[src/hdl/slep_cfg.svh]
/*
 Constants of the supply-line programmer: offsets of command fields, codes,
 payload sizes and timing figures. Assumes a single 200 MHz core clock.
*/
`ifndef SLEP_CFG_SVH
`define SLEP_CFG_SVH

// ----------------------------------------------------------------------
// clock and timing
// ----------------------------------------------------------------------
`define SLEP_CLK_MHZ 200
`define SLEP_ENTRY_US 25
`define SLEP_REFRESH_WAIT 5'h15

// ----------------------------------------------------------------------
// array and payload
// ----------------------------------------------------------------------
`define SLEP_WORDS 16
`define SLEP_WORD_BITS 16
`define SLEP_SUM_BITS 20
`define SLEP_PAYLOAD_BITS 9'h100
`define SLEP_READ_LAST 9'h113
`define SLEP_READ_END 9'h115

// ----------------------------------------------------------------------
// commands, first sent bit is bit 11
// ----------------------------------------------------------------------
`define SLEP_CMD_BITS 12
`define SLEP_CMD_LAST 9'h00B
`define SLEP_CS_LSB 5
`define SLEP_CS_MASK 12'h060
`define SLEP_CMD_WR_BOTH 12'h801
`define SLEP_CMD_WR_DOUT 12'h402
`define SLEP_CMD_READ 12'hA05
`define SLEP_CMD_ADC 12'h090
`define SLEP_CMD_UNLOCK 12'h59A

// ----------------------------------------------------------------------
// converter read-back
// ----------------------------------------------------------------------
`define SLEP_ADC_BITS 36
`define SLEP_ADC_LAST 9'h024

`endif

[src/hdl/slep_pkg.sv]
/*
 Types of the supply-line programmer: supply level classes, controller states
 and decoded commands. Assumes the constants header is included by users.
*/
package slep_pkg;

    typedef enum logic [1:0] {LVL_OFF, LVL_LOW, LVL_PROG, LVL_HIGH} slep_level_type;

    typedef enum logic [3:0] {
        ST_IDLE, ST_CMD, ST_WR_DATA, ST_WR_SUM, ST_WR_COPY, ST_WR_DONE,
        ST_RD_SUM, ST_RD_OUT, ST_ADC_DROP, ST_ADC_WAIT, ST_ADC_RISE, ST_ADC_OUT
    } slep_state_type;

    typedef enum logic [2:0] {
        CMD_NONE, CMD_WR_BOTH, CMD_WR_DOUT, CMD_READ, CMD_ADC, CMD_UNLOCK
    } slep_cmd_type;

endpackage

[src/hdl/slep_mem_if.sv]
/*
 Carrier between the programmer and its word memories: one write port and
 one read port whose data come out of a register one cycle later.
*/
`timescale 1ns/10ps

interface slep_mem_if #(parameter int AW = 4, parameter int DW = 16);
    logic we;
    logic [AW-1:0] waddr;
    logic [DW-1:0] wdata;
    logic [AW-1:0] raddr;
    logic [DW-1:0] rdata;

    modport ctl (output we, output waddr, output wdata, output raddr, input rdata);
    modport mem (input we, input waddr, input wdata, input raddr, output rdata);
endinterface

[src/hdl/slep_programmer.sv]
/*
 Supply-line programmer of the 16 x 16 configuration array: qualifies entry,
 decodes supply symbols into commands, writes, reads out and reads back the
 converters. Assumes comparator outputs and the address pin sense are
 asynchronous, converter results and the refresh tick come from core_clk.
*/
//
// Behaviour
// RL1 - configuration held in a user-writable array of sixteen 16-bit words
// RL2 - station raises supply to programming level; device enters programming mode
// RL3 - entry only after supply above 10V continuously longer than 25 us
// RL4 - station starts clocking between 4 ms and 10 ms after power-on
// RL5 - 16V means one, 10V means zero, 13V between bits
// RL6 - station holds each level between 20 us and 110 us
// RL7 - command: five opcode bits, two select bits, five opcode bits mirrored
// RL8 - four commands recognised plus an unlock code
// RL9 - every other command pattern is ignored
// RL10 - decode the two write patterns, both pins or digital pin only
// RL11 - write and read-out carry 256 array bits then 20-bit checksum
// RL12 - payload runs from LSB of first word to MSB of last word
// RL13 - checksum mismatch leaves the array untouched
// RL14 - decode the read-out pattern, shift words and checksum out
// RL15 - converter read needs unlock, supply drop, 21 refresh waits, 36 clocks
// RL16 - each read-out clock advances one bit; extra clock drives outputs low
// RL17 - act only when select bits match the address pin level, 00 or 11; unlock and converter codes are taken with 00 whatever the pin level
// RL18 - checksum is the 20-bit truncated unsigned sum of the sixteen words
`timescale 1ns/10ps
`include "slep_cfg.svh"

module slep_programmer #(
    parameter int unsigned ENTRY_CYCLES = `SLEP_ENTRY_US * `SLEP_CLK_MHZ + 1
) (
    input wire logic core_clk,
    input wire logic resetn,
    input wire logic supAboveTen,
    input wire logic supOneLevel,
    input wire logic supProgLevel,
    input wire logic supZeroLevel,
    input wire logic aoutSense,
    input wire logic refreshTick,
    input wire logic [12:0] adcResult1,
    input wire logic [12:0] adcResult2,
    input wire logic [9:0] adcResult10,
    input wire logic [3:0] cfgRdAddr,
    output logic [15:0] cfgRdData,
    output logic progMode,
    output logic aoutOut,
    output logic aoutOe,
    output logic doutOut,
    output logic doutOe
);
    import slep_pkg::*;

    // ------------------------------------------------------------------
    // input synchronisers
    // ------------------------------------------------------------------
    logic [4:0] syncA_r;
    logic [4:0] syncB_r;

    always_ff @(posedge core_clk or negedge resetn)
    begin
        if (!resetn)
        begin
            syncA_r <= '0;
            syncB_r <= '0;
        end
        else
        begin
            syncA_r <= {aoutSense, supAboveTen, supOneLevel, supProgLevel, supZeroLevel};
            syncB_r <= syncA_r;
        end
    end

    // ------------------------------------------------------------------
    // level class and symbol strobe
    // ------------------------------------------------------------------
    slep_level_type lvl;
    slep_level_type lvlPrev_r;
    logic sym;
    logic symBit;

    always_comb
    begin
        if (syncB_r[2])
            lvl = LVL_HIGH;
        else if (syncB_r[1])
            lvl = LVL_PROG;
        else if (syncB_r[0])
            lvl = LVL_LOW;
        else
            lvl = LVL_OFF;
    end

    // a bit counts only on leaving the 13V level, so it is taken once
    assign sym = (lvlPrev_r == LVL_PROG) && (lvl == LVL_HIGH || lvl == LVL_LOW); // see RL5
    assign symBit = (lvl == LVL_HIGH); // see RL5

    // ------------------------------------------------------------------
    // command decode
    // ------------------------------------------------------------------
    function automatic slep_cmd_type decodeCmd(input logic [11:0] c, input logic sense);
        logic [11:0] op;
        logic [1:0] cs;
        logic csOk;
        op = c & ~`SLEP_CS_MASK;
        cs = c[`SLEP_CS_LSB +: 2];
        csOk = (cs == 2'b00 && !sense) || (cs == 2'b11 && sense); // see RL17
        if (c == `SLEP_CMD_UNLOCK)
            decodeCmd = CMD_UNLOCK; // see RL8
        else if (c == `SLEP_CMD_ADC)
            decodeCmd = CMD_ADC; // see RL8
        else if (op == `SLEP_CMD_WR_BOTH && csOk)
            decodeCmd = CMD_WR_BOTH; // see RL10
        else if (op == `SLEP_CMD_WR_DOUT && csOk)
            decodeCmd = CMD_WR_DOUT; // see RL10
        else if (op == `SLEP_CMD_READ && csOk)
            decodeCmd = CMD_READ; // see RL14
        else
            decodeCmd = CMD_NONE; // see RL9
    endfunction

    // ------------------------------------------------------------------
    // memories: staging for incoming words, the nonvolatile array
    // ------------------------------------------------------------------
    slep_mem_if #(.AW(4), .DW(`SLEP_WORD_BITS)) stg();
    slep_mem_if #(.AW(4), .DW(`SLEP_WORD_BITS)) nvm();

    slep_mem #(.DEPTH(`SLEP_WORDS), .DW(`SLEP_WORD_BITS)) stageMem (
        .core_clk(core_clk),
        .resetn(resetn),
        .port(stg.mem)
    );

    slep_mem #(.DEPTH(`SLEP_WORDS), .DW(`SLEP_WORD_BITS)) nvArray ( // see RL1
        .core_clk(core_clk),
        .resetn(resetn),
        .port(nvm.mem)
    );

    // ------------------------------------------------------------------
    // controller
    // ------------------------------------------------------------------
    slep_state_type state_r, state_nxt;
    logic [15:0] entryCnt_r, entryCnt_nxt;
    logic [19:0] shift_r, shift_nxt;
    logic [8:0] bitCnt_r, bitCnt_nxt;
    logic [19:0] sum_r, sum_nxt;
    logic [4:0] wordIdx_r, wordIdx_nxt;
    logic [4:0] refCnt_r, refCnt_nxt;
    logic [35:0] adcShift_r, adcShift_nxt;
    logic unlock_r, unlock_nxt;
    logic wrBoth_r, wrBoth_nxt;
    logic analog_output_pin_r, analog_output_pin_nxt, aoutOe_r, aoutOe_nxt;
    logic dout_r, dout_nxt, doutOe_r, doutOe_nxt;
    logic [15:0] newWord;
    logic [19:0] newSum;
    logic [11:0] newCmd;
    logic [4:0] sumIdx;
    logic readBit;

    assign newWord = {symBit, shift_r[15:1]}; // see RL12
    assign newSum = {symBit, shift_r[19:1]};
    assign newCmd = {shift_r[10:0], symBit}; // see RL7
    assign sumIdx = 5'(bitCnt_r - `SLEP_PAYLOAD_BITS);

    always_comb
    begin
        if (bitCnt_r < `SLEP_PAYLOAD_BITS)
            readBit = nvm.rdata[bitCnt_r[3:0]];
        else if (bitCnt_r <= `SLEP_READ_LAST)
            readBit = sum_r[sumIdx];
        else
            readBit = 1'b0; // see RL16
    end

    always_comb
    begin
        state_nxt = state_r;
        entryCnt_nxt = entryCnt_r;
        shift_nxt = shift_r;
        bitCnt_nxt = bitCnt_r;
        sum_nxt = sum_r;
        wordIdx_nxt = wordIdx_r;
        refCnt_nxt = refCnt_r;
        adcShift_nxt = adcShift_r;
        unlock_nxt = unlock_r;
        wrBoth_nxt = wrBoth_r;
        analog_output_pin_nxt = analog_output_pin_r;
        aoutOe_nxt = aoutOe_r;
        dout_nxt = dout_r;
        doutOe_nxt = doutOe_r;
        stg.we = 1'b0;
        stg.waddr = bitCnt_r[7:4];
        stg.wdata = newWord;
        stg.raddr = wordIdx_r[3:0];
        nvm.we = 1'b0;
        nvm.waddr = 4'(wordIdx_r - 5'h01);
        nvm.wdata = stg.rdata;
        nvm.raddr = cfgRdAddr;
        unique case (state_r)
            ST_IDLE:
            begin
                // any dip below 10V restarts the qualification
                if (!syncB_r[3])
                    entryCnt_nxt = '0; // see RL3
                else if (entryCnt_r >= ENTRY_CYCLES[15:0])
                begin
                    state_nxt = ST_CMD; // see RL2
                    bitCnt_nxt = '0;
                    unlock_nxt = 1'b0;
                end
                else
                    entryCnt_nxt = entryCnt_r + 16'h0001; // see RL3
            end
            ST_CMD:
            begin
                if (sym)
                begin
                    shift_nxt = {8'h00, newCmd};
                    bitCnt_nxt = bitCnt_r + 9'h001;
                    if (bitCnt_r == `SLEP_CMD_LAST)
                    begin
                        bitCnt_nxt = '0;
                        sum_nxt = '0;
                        wordIdx_nxt = '0;
                        unlock_nxt = 1'b0;
                        unique case (decodeCmd(newCmd, syncB_r[4]))
                            CMD_WR_BOTH, CMD_WR_DOUT:
                            begin
                                state_nxt = ST_WR_DATA;
                                wrBoth_nxt = (decodeCmd(newCmd, syncB_r[4]) == CMD_WR_BOTH);
                            end
                            CMD_READ:
                                state_nxt = ST_RD_SUM;
                            CMD_ADC:
                            begin
                                if (unlock_r)
                                    state_nxt = ST_ADC_DROP; // see RL15
                            end
                            CMD_UNLOCK:
                                unlock_nxt = 1'b1; // see RL15
                            CMD_NONE:
                                state_nxt = ST_CMD; // see RL9
                        endcase
                    end
                end
            end
            ST_WR_DATA:
            begin
                if (sym)
                begin
                    shift_nxt = {4'h0, newWord};
                    bitCnt_nxt = bitCnt_r + 9'h001;
                    if (bitCnt_r[3:0] == 4'hF)
                    begin
                        stg.we = 1'b1;
                        sum_nxt = sum_r + {4'h0, newWord}; // see RL18
                    end
                    if (bitCnt_r == `SLEP_PAYLOAD_BITS - 9'h001)
                    begin
                        state_nxt = ST_WR_SUM; // see RL11
                        bitCnt_nxt = '0;
                    end
                end
            end
            ST_WR_SUM:
            begin
                if (sym)
                begin
                    shift_nxt = newSum;
                    bitCnt_nxt = bitCnt_r + 9'h001;
                    if (bitCnt_r == 9'(`SLEP_SUM_BITS - 1))
                    begin
                        state_nxt = (newSum == sum_r) ? ST_WR_COPY : ST_WR_DONE; // see RL13
                        dout_nxt = 1'b0;
                    end
                end
            end
            ST_WR_COPY:
            begin
                // never abandoned halfway, a partial copy would corrupt the array
                nvm.we = (wordIdx_r != 5'h00);
                wordIdx_nxt = wordIdx_r + 5'h01;
                if (wordIdx_r == 5'(`SLEP_WORDS))
                begin
                    state_nxt = ST_WR_DONE;
                    // digital value and drive rise together, never a one on the released digital pin
                    dout_nxt = 1'b1;
                    doutOe_nxt = 1'b1;
                end
            end
            ST_WR_DONE:
            begin
                doutOe_nxt = 1'b1;
                aoutOe_nxt = wrBoth_r;
                analog_output_pin_nxt = dout_r;
            end
            ST_RD_SUM:
            begin
                nvm.raddr = wordIdx_r[3:0];
                wordIdx_nxt = wordIdx_r + 5'h01;
                if (wordIdx_r != 5'h00)
                    sum_nxt = sum_r + {4'h0, nvm.rdata}; // see RL18
                if (wordIdx_r == 5'(`SLEP_WORDS))
                begin
                    state_nxt = ST_RD_OUT;
                    analog_output_pin_nxt = 1'b1;
                    dout_nxt = 1'b1;
                    aoutOe_nxt = 1'b1;
                    doutOe_nxt = 1'b1;
                end
            end
            ST_RD_OUT:
            begin
                nvm.raddr = bitCnt_r[7:4]; // see RL12
                if (sym)
                begin
                    analog_output_pin_nxt = readBit; // see RL16
                    dout_nxt = readBit; // see RL14
                    if (bitCnt_r != `SLEP_READ_END)
                        bitCnt_nxt = bitCnt_r + 9'h001;
                end
            end
            ST_ADC_DROP:
            begin
                refCnt_nxt = '0;
                if (lvl == LVL_OFF)
                    state_nxt = ST_ADC_WAIT; // see RL15
            end
            ST_ADC_WAIT:
            begin
                if (refreshTick)
                    refCnt_nxt = refCnt_r + 5'h01;
                if (refCnt_r == `SLEP_REFRESH_WAIT)
                begin
                    adcShift_nxt = {adcResult10, adcResult2, adcResult1}; // see RL15
                    state_nxt = ST_ADC_RISE;
                end
            end
            ST_ADC_RISE:
            begin
                if (lvl == LVL_PROG)
                begin
                    state_nxt = ST_ADC_OUT;
                    bitCnt_nxt = '0;
                    analog_output_pin_nxt = 1'b1;
                    dout_nxt = 1'b1;
                    aoutOe_nxt = 1'b1;
                    doutOe_nxt = 1'b1;
                end
            end
            ST_ADC_OUT:
            begin
                if (sym)
                begin
                    bitCnt_nxt = bitCnt_r + 9'h001;
                    analog_output_pin_nxt = adcShift_r[0];
                    dout_nxt = adcShift_r[0];
                    adcShift_nxt = {1'b0, adcShift_r[35:1]};
                    if (bitCnt_r == `SLEP_ADC_LAST)
                    begin
                        state_nxt = ST_CMD; // see RL15
                        bitCnt_nxt = '0;
                        analog_output_pin_nxt = 1'b0;
                        dout_nxt = 1'b0;
                        aoutOe_nxt = 1'b0;
                        doutOe_nxt = 1'b0;
                    end
                end
            end
        endcase
        // supply gone: leave the mode, except during the array copy and where the drop is expected
        if (lvl == LVL_OFF && state_r != ST_IDLE && state_r != ST_WR_COPY &&
            state_r != ST_ADC_DROP && state_r != ST_ADC_WAIT && state_r != ST_ADC_RISE)
        begin
            state_nxt = ST_IDLE;
            entryCnt_nxt = '0;
            analog_output_pin_nxt = 1'b0;
            dout_nxt = 1'b0;
            aoutOe_nxt = 1'b0;
            doutOe_nxt = 1'b0;
        end
    end

    always_ff @(posedge core_clk or negedge resetn)
    begin
        if (!resetn)
        begin
            state_r <= ST_IDLE;
            lvlPrev_r <= LVL_OFF;
            entryCnt_r <= '0;
            shift_r <= '0;
            bitCnt_r <= '0;
            sum_r <= '0;
            wordIdx_r <= '0;
            refCnt_r <= '0;
            adcShift_r <= '0;
            unlock_r <= 1'b0;
            wrBoth_r <= 1'b0;
            analog_output_pin_r <= 1'b0;
            aoutOe_r <= 1'b0;
            dout_r <= 1'b0;
            doutOe_r <= 1'b0;
        end
        else
        begin
            state_r <= state_nxt;
            lvlPrev_r <= lvl;
            entryCnt_r <= entryCnt_nxt;
            shift_r <= shift_nxt;
            bitCnt_r <= bitCnt_nxt;
            sum_r <= sum_nxt;
            wordIdx_r <= wordIdx_nxt;
            refCnt_r <= refCnt_nxt;
            adcShift_r <= adcShift_nxt;
            unlock_r <= unlock_nxt;
            wrBoth_r <= wrBoth_nxt;
            analog_output_pin_r <= analog_output_pin_nxt;
            aoutOe_r <= aoutOe_nxt;
            dout_r <= dout_nxt;
            doutOe_r <= doutOe_nxt;
        end
    end

    assign progMode = (state_r != ST_IDLE);
    assign cfgRdData = nvm.rdata;
    assign aoutOut = analog_output_pin_r;
    assign aoutOe = aoutOe_r;
    assign doutOut = dout_r;
    assign doutOe = doutOe_r;
endmodule

[src/hdl/slep_mem.sv]
/*
 Small word memory with registered read data. Assumes one clock; the array
 itself has no reset, only the read register does.
*/
`timescale 1ns/10ps

module slep_mem #(
    parameter int DEPTH = 16,
    parameter int DW = 16
) (
    input wire logic core_clk,
    input wire logic resetn,
    slep_mem_if.mem port
);
    logic [DW-1:0] array [DEPTH];
    logic [DW-1:0] rdata_r;

    always_ff @(posedge core_clk)
    begin
        if (port.we)
        begin
            array[port.waddr] <= port.wdata;
        end
    end

    always_ff @(posedge core_clk or negedge resetn)
    begin
        if (!resetn)
        begin
            rdata_r <= '0;
        end
        else
        begin
            rdata_r <= array[port.raddr];
        end
    end

    assign port.rdata = rdata_r;
endmodule

[config.mk]
export PLATFORM = sky130hd
export DESIGN_NAME = slep_programmer
export DESIGN_NICKNAME = d
export VERILOG_FILES = /design/src/hdl/slep_pkg.sv /design/src/hdl/slep_mem_if.sv /design/src/hdl/slep_programmer.sv /design/src/hdl/slep_mem.sv
export VERILOG_INCLUDE_DIRS = /design/src /design/src/hdl
export SDC_FILE = /design/constraint.sdc
export NUM_CORES = 1
export LEC_CHECK = 0
export BUFFER_PORTS_ARGS = -buffer_cell sky130_fd_sc_hd__buf_2
export CORE_MARGIN = 2
export CORE_UTILIZATION = 60
export DETAILED_ROUTE_END_ITERATION = 16
export GPL_TIMING_DRIVEN = 1
export HOLD_SLACK_MARGIN = 0.15
export MAX_ROUTING_LAYER = met4
export PLACE_DENSITY = 0.82
export SLEW_MARGIN = 20
export SYNTH_ARGS = -nofsm -noshare
export SYNTH_HDL_FRONTEND = slang
export SYNTH_SLANG_ARGS = --single-unit
[constraint.sdc]
create_clock -name core_clk -period 9.21 [get_ports core_clk]
set_input_delay 0.921 -clock core_clk [delete_from_list [all_inputs] [get_ports core_clk]]
set_output_delay 0.921 -clock core_clk [all_outputs]
set_load 0.05 [all_outputs]
==> Word-level counts from Yosys, hierarchy flattened <==
Memories as Yosys holds them, arrays and structs flattened. A register that Yosys moved wholly into a read port is not among the register bits.
Index checks and enable logic that the tools add are counted.
{ "classes": {"n_addsub": 8, "magnitude_cmp": 5, "eq_ne": 74, "muxes": 108, "reduce_logical": 51} }
{ "ops": {"columns": ["operator", "count"], "rows": [
  ["$mux W20", 8],
  ["$pmux W20 S3", 2],
  ["$mux W9", 12],
  ["$mux W36", 2],
  ["$pmux W36 S2", 1],
  ["$mux W4", 17],
  ["$mux W16", 4],
  ["$pmux W9 S7", 1],
  ["$ne A3 B3 Y1 const B", 16],
  ["$add A20 B16 Y20", 2],
  ["$pmux W4 S10", 1],
  ["$mux W1", 32],
  ["$mux W3", 10],
  ["$ne A2 B2 Y1 const B", 14],
  ["$eq A10 B10 Y1 const B", 2],
  ["$eq A20 B20 Y1", 1],
  ["$eq A4 B4 Y1 const B", 5],
  ["$pmux W5 S2", 2],
  ["$reduce_and A5 Y1", 4],
  ["$reduce_and A18 Y1", 1],
  ["$add A16 B1 Y16 const B", 1],
  ["$eq A4 B3 Y1 const B", 4],
  ["$ge A16 B13 Y1 const B", 1],
  ["$ne A4 B4 Y1 const B", 4],
  ["57 further kinds", 99]
]} }
{ "word_totals": {"register_bits": 133, "mem_bits_rw": 512, "in_bits": 48, "out_inout_bits": 21, "memories": 2} }
{ "memory_table": {"columns": ["name", "words", "width", "read_ports", "rd_clocked_by_memory_dff", "wr", "line_no", "text"], "rows": [
  ["nvArray.array", 16, 16, 1, 1, 1, "slep_mem.sv:15", "logic [DW-1:0] array [DEPTH];"],
  ["stageMem.array", 16, 16, 1, 1, 1, "slep_mem.sv:15", null]
]} }

==> Depth between registers and ports, before layout <==
{ "logic_depth": {"ltp_word": 21, "depth_mapped": 14} }

==> Modules after synthesis <==
Synthesis repeated with hierarchy kept, for this count alone.
{ "unflattened": {"hier_cells": 1798, "area_unflattened_um2": 28619.9} }
{ "modules_own_cells": {"columns": ["module", "instances", "cells_each", "area_per_inst_um2", "seq_area_each_um2"], "rows": [
  ["slep_mem", 2, 432, 10122.2, 8087.8],
  ["slep_programmer", 1, 934, 8375.5, 3328.2]
]} }

==> Worst setup path after synthesis <==
No wires, ideal clock.
{ "synth_timing": {"path_kind": "reg-to-reg", "startpoint": "register state_r[1]", "endpoint": "register sum_r[19]", "setup_ps": 120, "arrival_ps": 3450, "required_ps": 9090, "slack_ps": 5640, "path_stages_with_launch": 14, "n_path_buf": 3, "synth_period_minus_slack_ps": 3570, "path_cell_list": "dfrtp_1 -> buf_2 -> nand4bb_1 -> clkbuf_1 -> buf_1 -> mux2_2 -> ha_1 -> a21oi_1 -> o21ai_0 -> or3_1 -> o21ai_0 -> a21oi_1 -> a32o_1 -> a31o_2"} }
{ "synth_via": {"elab_chain_cells": 3, "elab_cells_between_ends": 11, "classes_between": "eq/ne: 8; mux: 1; reduce/logical: 2"} }
{ "synth_rtl": {"columns": ["item", "line_no", "text"], "rows": [
  ["start, declared", "slep_programmer.sv:143", "slep_state_type state_r, state_nxt;"],
  ["start signal, assigned", "slep_programmer.sv:407", "state_r <= state_nxt;"],
  ["$eq A4 B3 Y1, or another cell as far along", "slep_programmer.sv:200", "unique case (state_r)"],
  ["$ne A2 B2 Y1 (no source line) / $reduce_bool A3 Y1 (equally long branches)", null, null],
  ["$reduce_and A6 Y1 (no source line)", null, null],
  ["end signal, assigned", "slep_programmer.sv:412", "sum_r <= sum_nxt;"],
  ["end, declared", "slep_programmer.sv:147", "logic [19:0] sum_r, sum_nxt;"]
]} }
Parallel ways exist; a longest one is shown, timed or not.
A chain may end at the register's enable or synchronous reset.

==> Final worst setup path <==
{ "layout_timing": {"startpoint": "register state_r[1]", "endpoint": "register nvArray.rdata_r[9], in the netlist nvArray.port.rdata[9] (read register of nvArray.array)"} }
{ "layout_via": {"elab_chain_cells": 2, "elab_cells_between_ends": 3, "classes_between": "eq/ne: 2; mux: 1"} }
{ "layout_rtl": {"columns": ["item", "line_no", "text"], "rows": [
  ["$eq A4 B3 Y1", "slep_programmer.sv:200", null],
  ["$pmux W4 S2 (*)", "slep_programmer.sv:200", null],
  ["end, declared", "slep_mem.sv:16", "logic [DW-1:0] rdata_r;"]
]} }
Every way passes the cells marked *; elsewhere a longest branch is shown, timed or not.

==> metrics.txt <==
Residual DRC=0; Max Slew Vio Count=0; Worst-Skew Late Latency=620 ps; Worst setup SP type=flop; first-pass GRT wire length=roughly 110000 um; XOR/XNOR Fraction of Synth Area=0.01176; Routed Antenna Nets=0; Mapped Nets=approximately 2100; share of layout cells above drive strength 1=0.1775; post-synthesis adder-cell area fraction=0.01482; ys flop type=edfxtp_1; transition time of the tightest slew-check pin=roughly 1100 ps; Initial Utilization=0.6083; post-layout min period=4216 ps; number of global-route vias before repair=18590; clock-pin slew on the worst setup and hold paths=around 60 ps; DR vias/cell=roughly 6.7; IO Count=69; status=complete, no violations; area of the mapped netlist=a little under 0.03 mm2; worst reg2reg setup slack=4990 ps; die height=between 200 and 250 um; Max Cap Violations=0; Setup Viol. Count Final=0; Slew headroom=0.2552; Syn. warnings=0; Final nets=about 2200; Worst EP required=9750 ps; pin count of the biggest net entering global routing=97; maximum operating frequency=about 0.24 GHz; grt total ovfl=0; most frequent cells in the layout=edfxtp_1, nand2_1, dfrtp_1; Die ar.=between 0.05 and 0.06 mm2; routed len/inst=26.11 um; die width=224.0 um; final period utilization=0.4577; postcts setup bufs=0; sequential share of the synthesized area=0.6715; clock root cell=clkbuf_16; crit path DAT=4760 ps; number of port buffers=68; H-tree lvl count=3; Setup Skew=between 30 and 40 ps; worst-case vdd ir drop=between 150 and 200 uV; Hold Path Class=input port to async pin; Yosys reg bits=677; CTS Sinks=approximately 680; # resized after CTS=0; DR vias=around 19000; PwrDens=192.7 mW/mm2; core area=0.04775 mm2; initial antenna violation count=5; Post-CTS Hold Fix Bufs=0; synth unique cells=73; multiplexer share of the synthesized area=0.09702; Post-Route WL=72980 um; Worst Setup End Kind=flop; mean post-synth cell area=14.08 um2; placed instance count=2666; LEAKAGE=10.71 nW; Final HPWL DP=42240 um; DR iter-0 viols=2720; CTS tree=done; crit path kind=flop to flop; crit-path max FO=88; global-route usage over all layers=0.3050; simple-gate share of the synthesized area=0.09745; setup slack after placement=5146 ps; Clock Path Buffers=3; fin worst setup slack=between 4000 and 5000 ps; endpoints failing hold=0; FILL cells=3108; largest family of logic cells by synthesized area=simple AND/OR/NAND/NOR gates; Synth Instances=between 2000 and 2500; Async SR Flop Fraction=0.2437; Core Rows=80; Layout area overhead=11.28%; Setup TNS=0 ps; non-filler cells, final=2795; Post-synth EDFFs=512; post-synthesis compound-gate area fraction=0.08590; total CTS buffers=68; RSZ-0062 raised after global routing=no; Pre-antenna DRT Iters=6; GPL Wtd Cong=0.9129; commonest non-fill, non-tap cell in the layout=edfxtp_1
[area by class of cell]
class                      count  area [um2]  share of cell area
antenna                        5       12.51           0.0003871
inverter                      26       97.59            0.003020
timing repair buffer         123       759.5             0.02350
clock inverter                35       347.8             0.01076
multi-input combinational   1225        8972              0.2776
clock buffer                  89        1852             0.05730
sequential                   677       19510              0.6036
tap                          615       769.5             0.02381
[power by group]
group / internal [mW] / switching, mW
logic: 0.0655 / 0.128
clock network: 1.59 / 1.15
registers: 3.26 / 0.0287
total: 4.92 / 1.31
[registers in the layout (all words and copies together) (netlist names)]
signal	flops
adcShift_r	36
aoutOe	1
aoutOut	1
bitCnt_r	9
doutOe	1
doutOut	1
entryCnt_r	16
lvlPrev_r	2
nvArray.array	256
nvArray.port.rdata	16
refCnt_r	5
shift_r	20
stageMem.array	256
stageMem.port.rdata	16
state_r	4
sum_r	20
syncA_r	5
syncB_r	5
unlock_r	1
wordIdx_r	5
wrBoth_r	1
[worst max-delay path, stage by stage (launching register included)]
cell      delay [ps]
dfrtp_1          900
nand4b_1         430
o22a_1           360
buf_4            260
nand2_4          410
buf_4            800
a211oi_1         250
a31o_2           290
o22ai_1          180
a221o_1          160
[cells in the mapped netlist (25+ instances only)]
master | n | area (um2)
a211oi_1 | 39 | 292.8
a21oi_1 | 66 | 330.3
a31o_2 | 33 | 289.0
a31oi_1 | 39 | 244.0
and3_1 | 77 | 481.7
buf_1 | 25 | 93.84
clkbuf_1 | 95 | 356.6
dfrtp_1 | 165 | 4129
edfxtp_1 | 512 | 15370
ha_1 | 32 | 400.4
inv_1 | 25 | 93.84
mux2i_1 | 49 | 490.5
mux4_2 | 83 | 1869
nand2_1 | 272 | 1021
nor2_1 | 140 | 525.5
o21ai_0 | 84 | 420.4
xor2_1 | 27 | 236.5
[cells by family after synthesis]
| logic type | Yosys count |
|---|---|
| compound gates | 373 |
| xor+xnor | 39 |
| fa+ha+maj | 34 |
| buf+inv | 160 |
| flops | 677 |
| mux | 162 |
| simple gates | 617 |
[final timing paths]
| kind | cells past startpoint | start | to |
|---|---|---|---|
| max reg2reg | 9 | state_r[1] | nvArray.port.rdata[9] |
| max in group asynchronous | 2 | resetn | wordIdx_r[0] |
| max | 9 | state_r[1] | nvArray.port.rdata[9] |
| min in group core_clk | 0 | syncA_r[1] | syncB_r[1] |
| min | 1 | resetn | adcShift_r[11] |
| min reg2reg | 0 | syncA_r[1] | syncB_r[1] |
[per-stage QoR]
step / power (mW) / instance area (um2) / hold slack, ps / utilization
2_1_floorplan: 3.460 / 29040 / 331.2 / -
4_1_cts: 6.241 / 32300 / 244.2 / 0.6765
3_5_place_dp: 3.541 / 30100 / 338.7 / 0.6305
5_1_grt: 6.381 / 32320 / 257.9 / 0.6769
6_report: 6.229 / 32320 / 230.9 / 0.6769
3_3_place_gp: 3.534 / 30100 / 338.2 / 0.6305
[per-layer routing]
metal | vias to the layer above | track usage | wire [um]
met4 | 0 | 0.1185 | 2800
met3 | 217 | 0.06834 | 7282
met2 | 1148 | 0.4763 | 35250
li1 | 8004 | - | -
met5 | - | - | 0
met1 | 9256 | 0.3951 | 27640
Note: power is estimated with default switching activity, not from simulation.
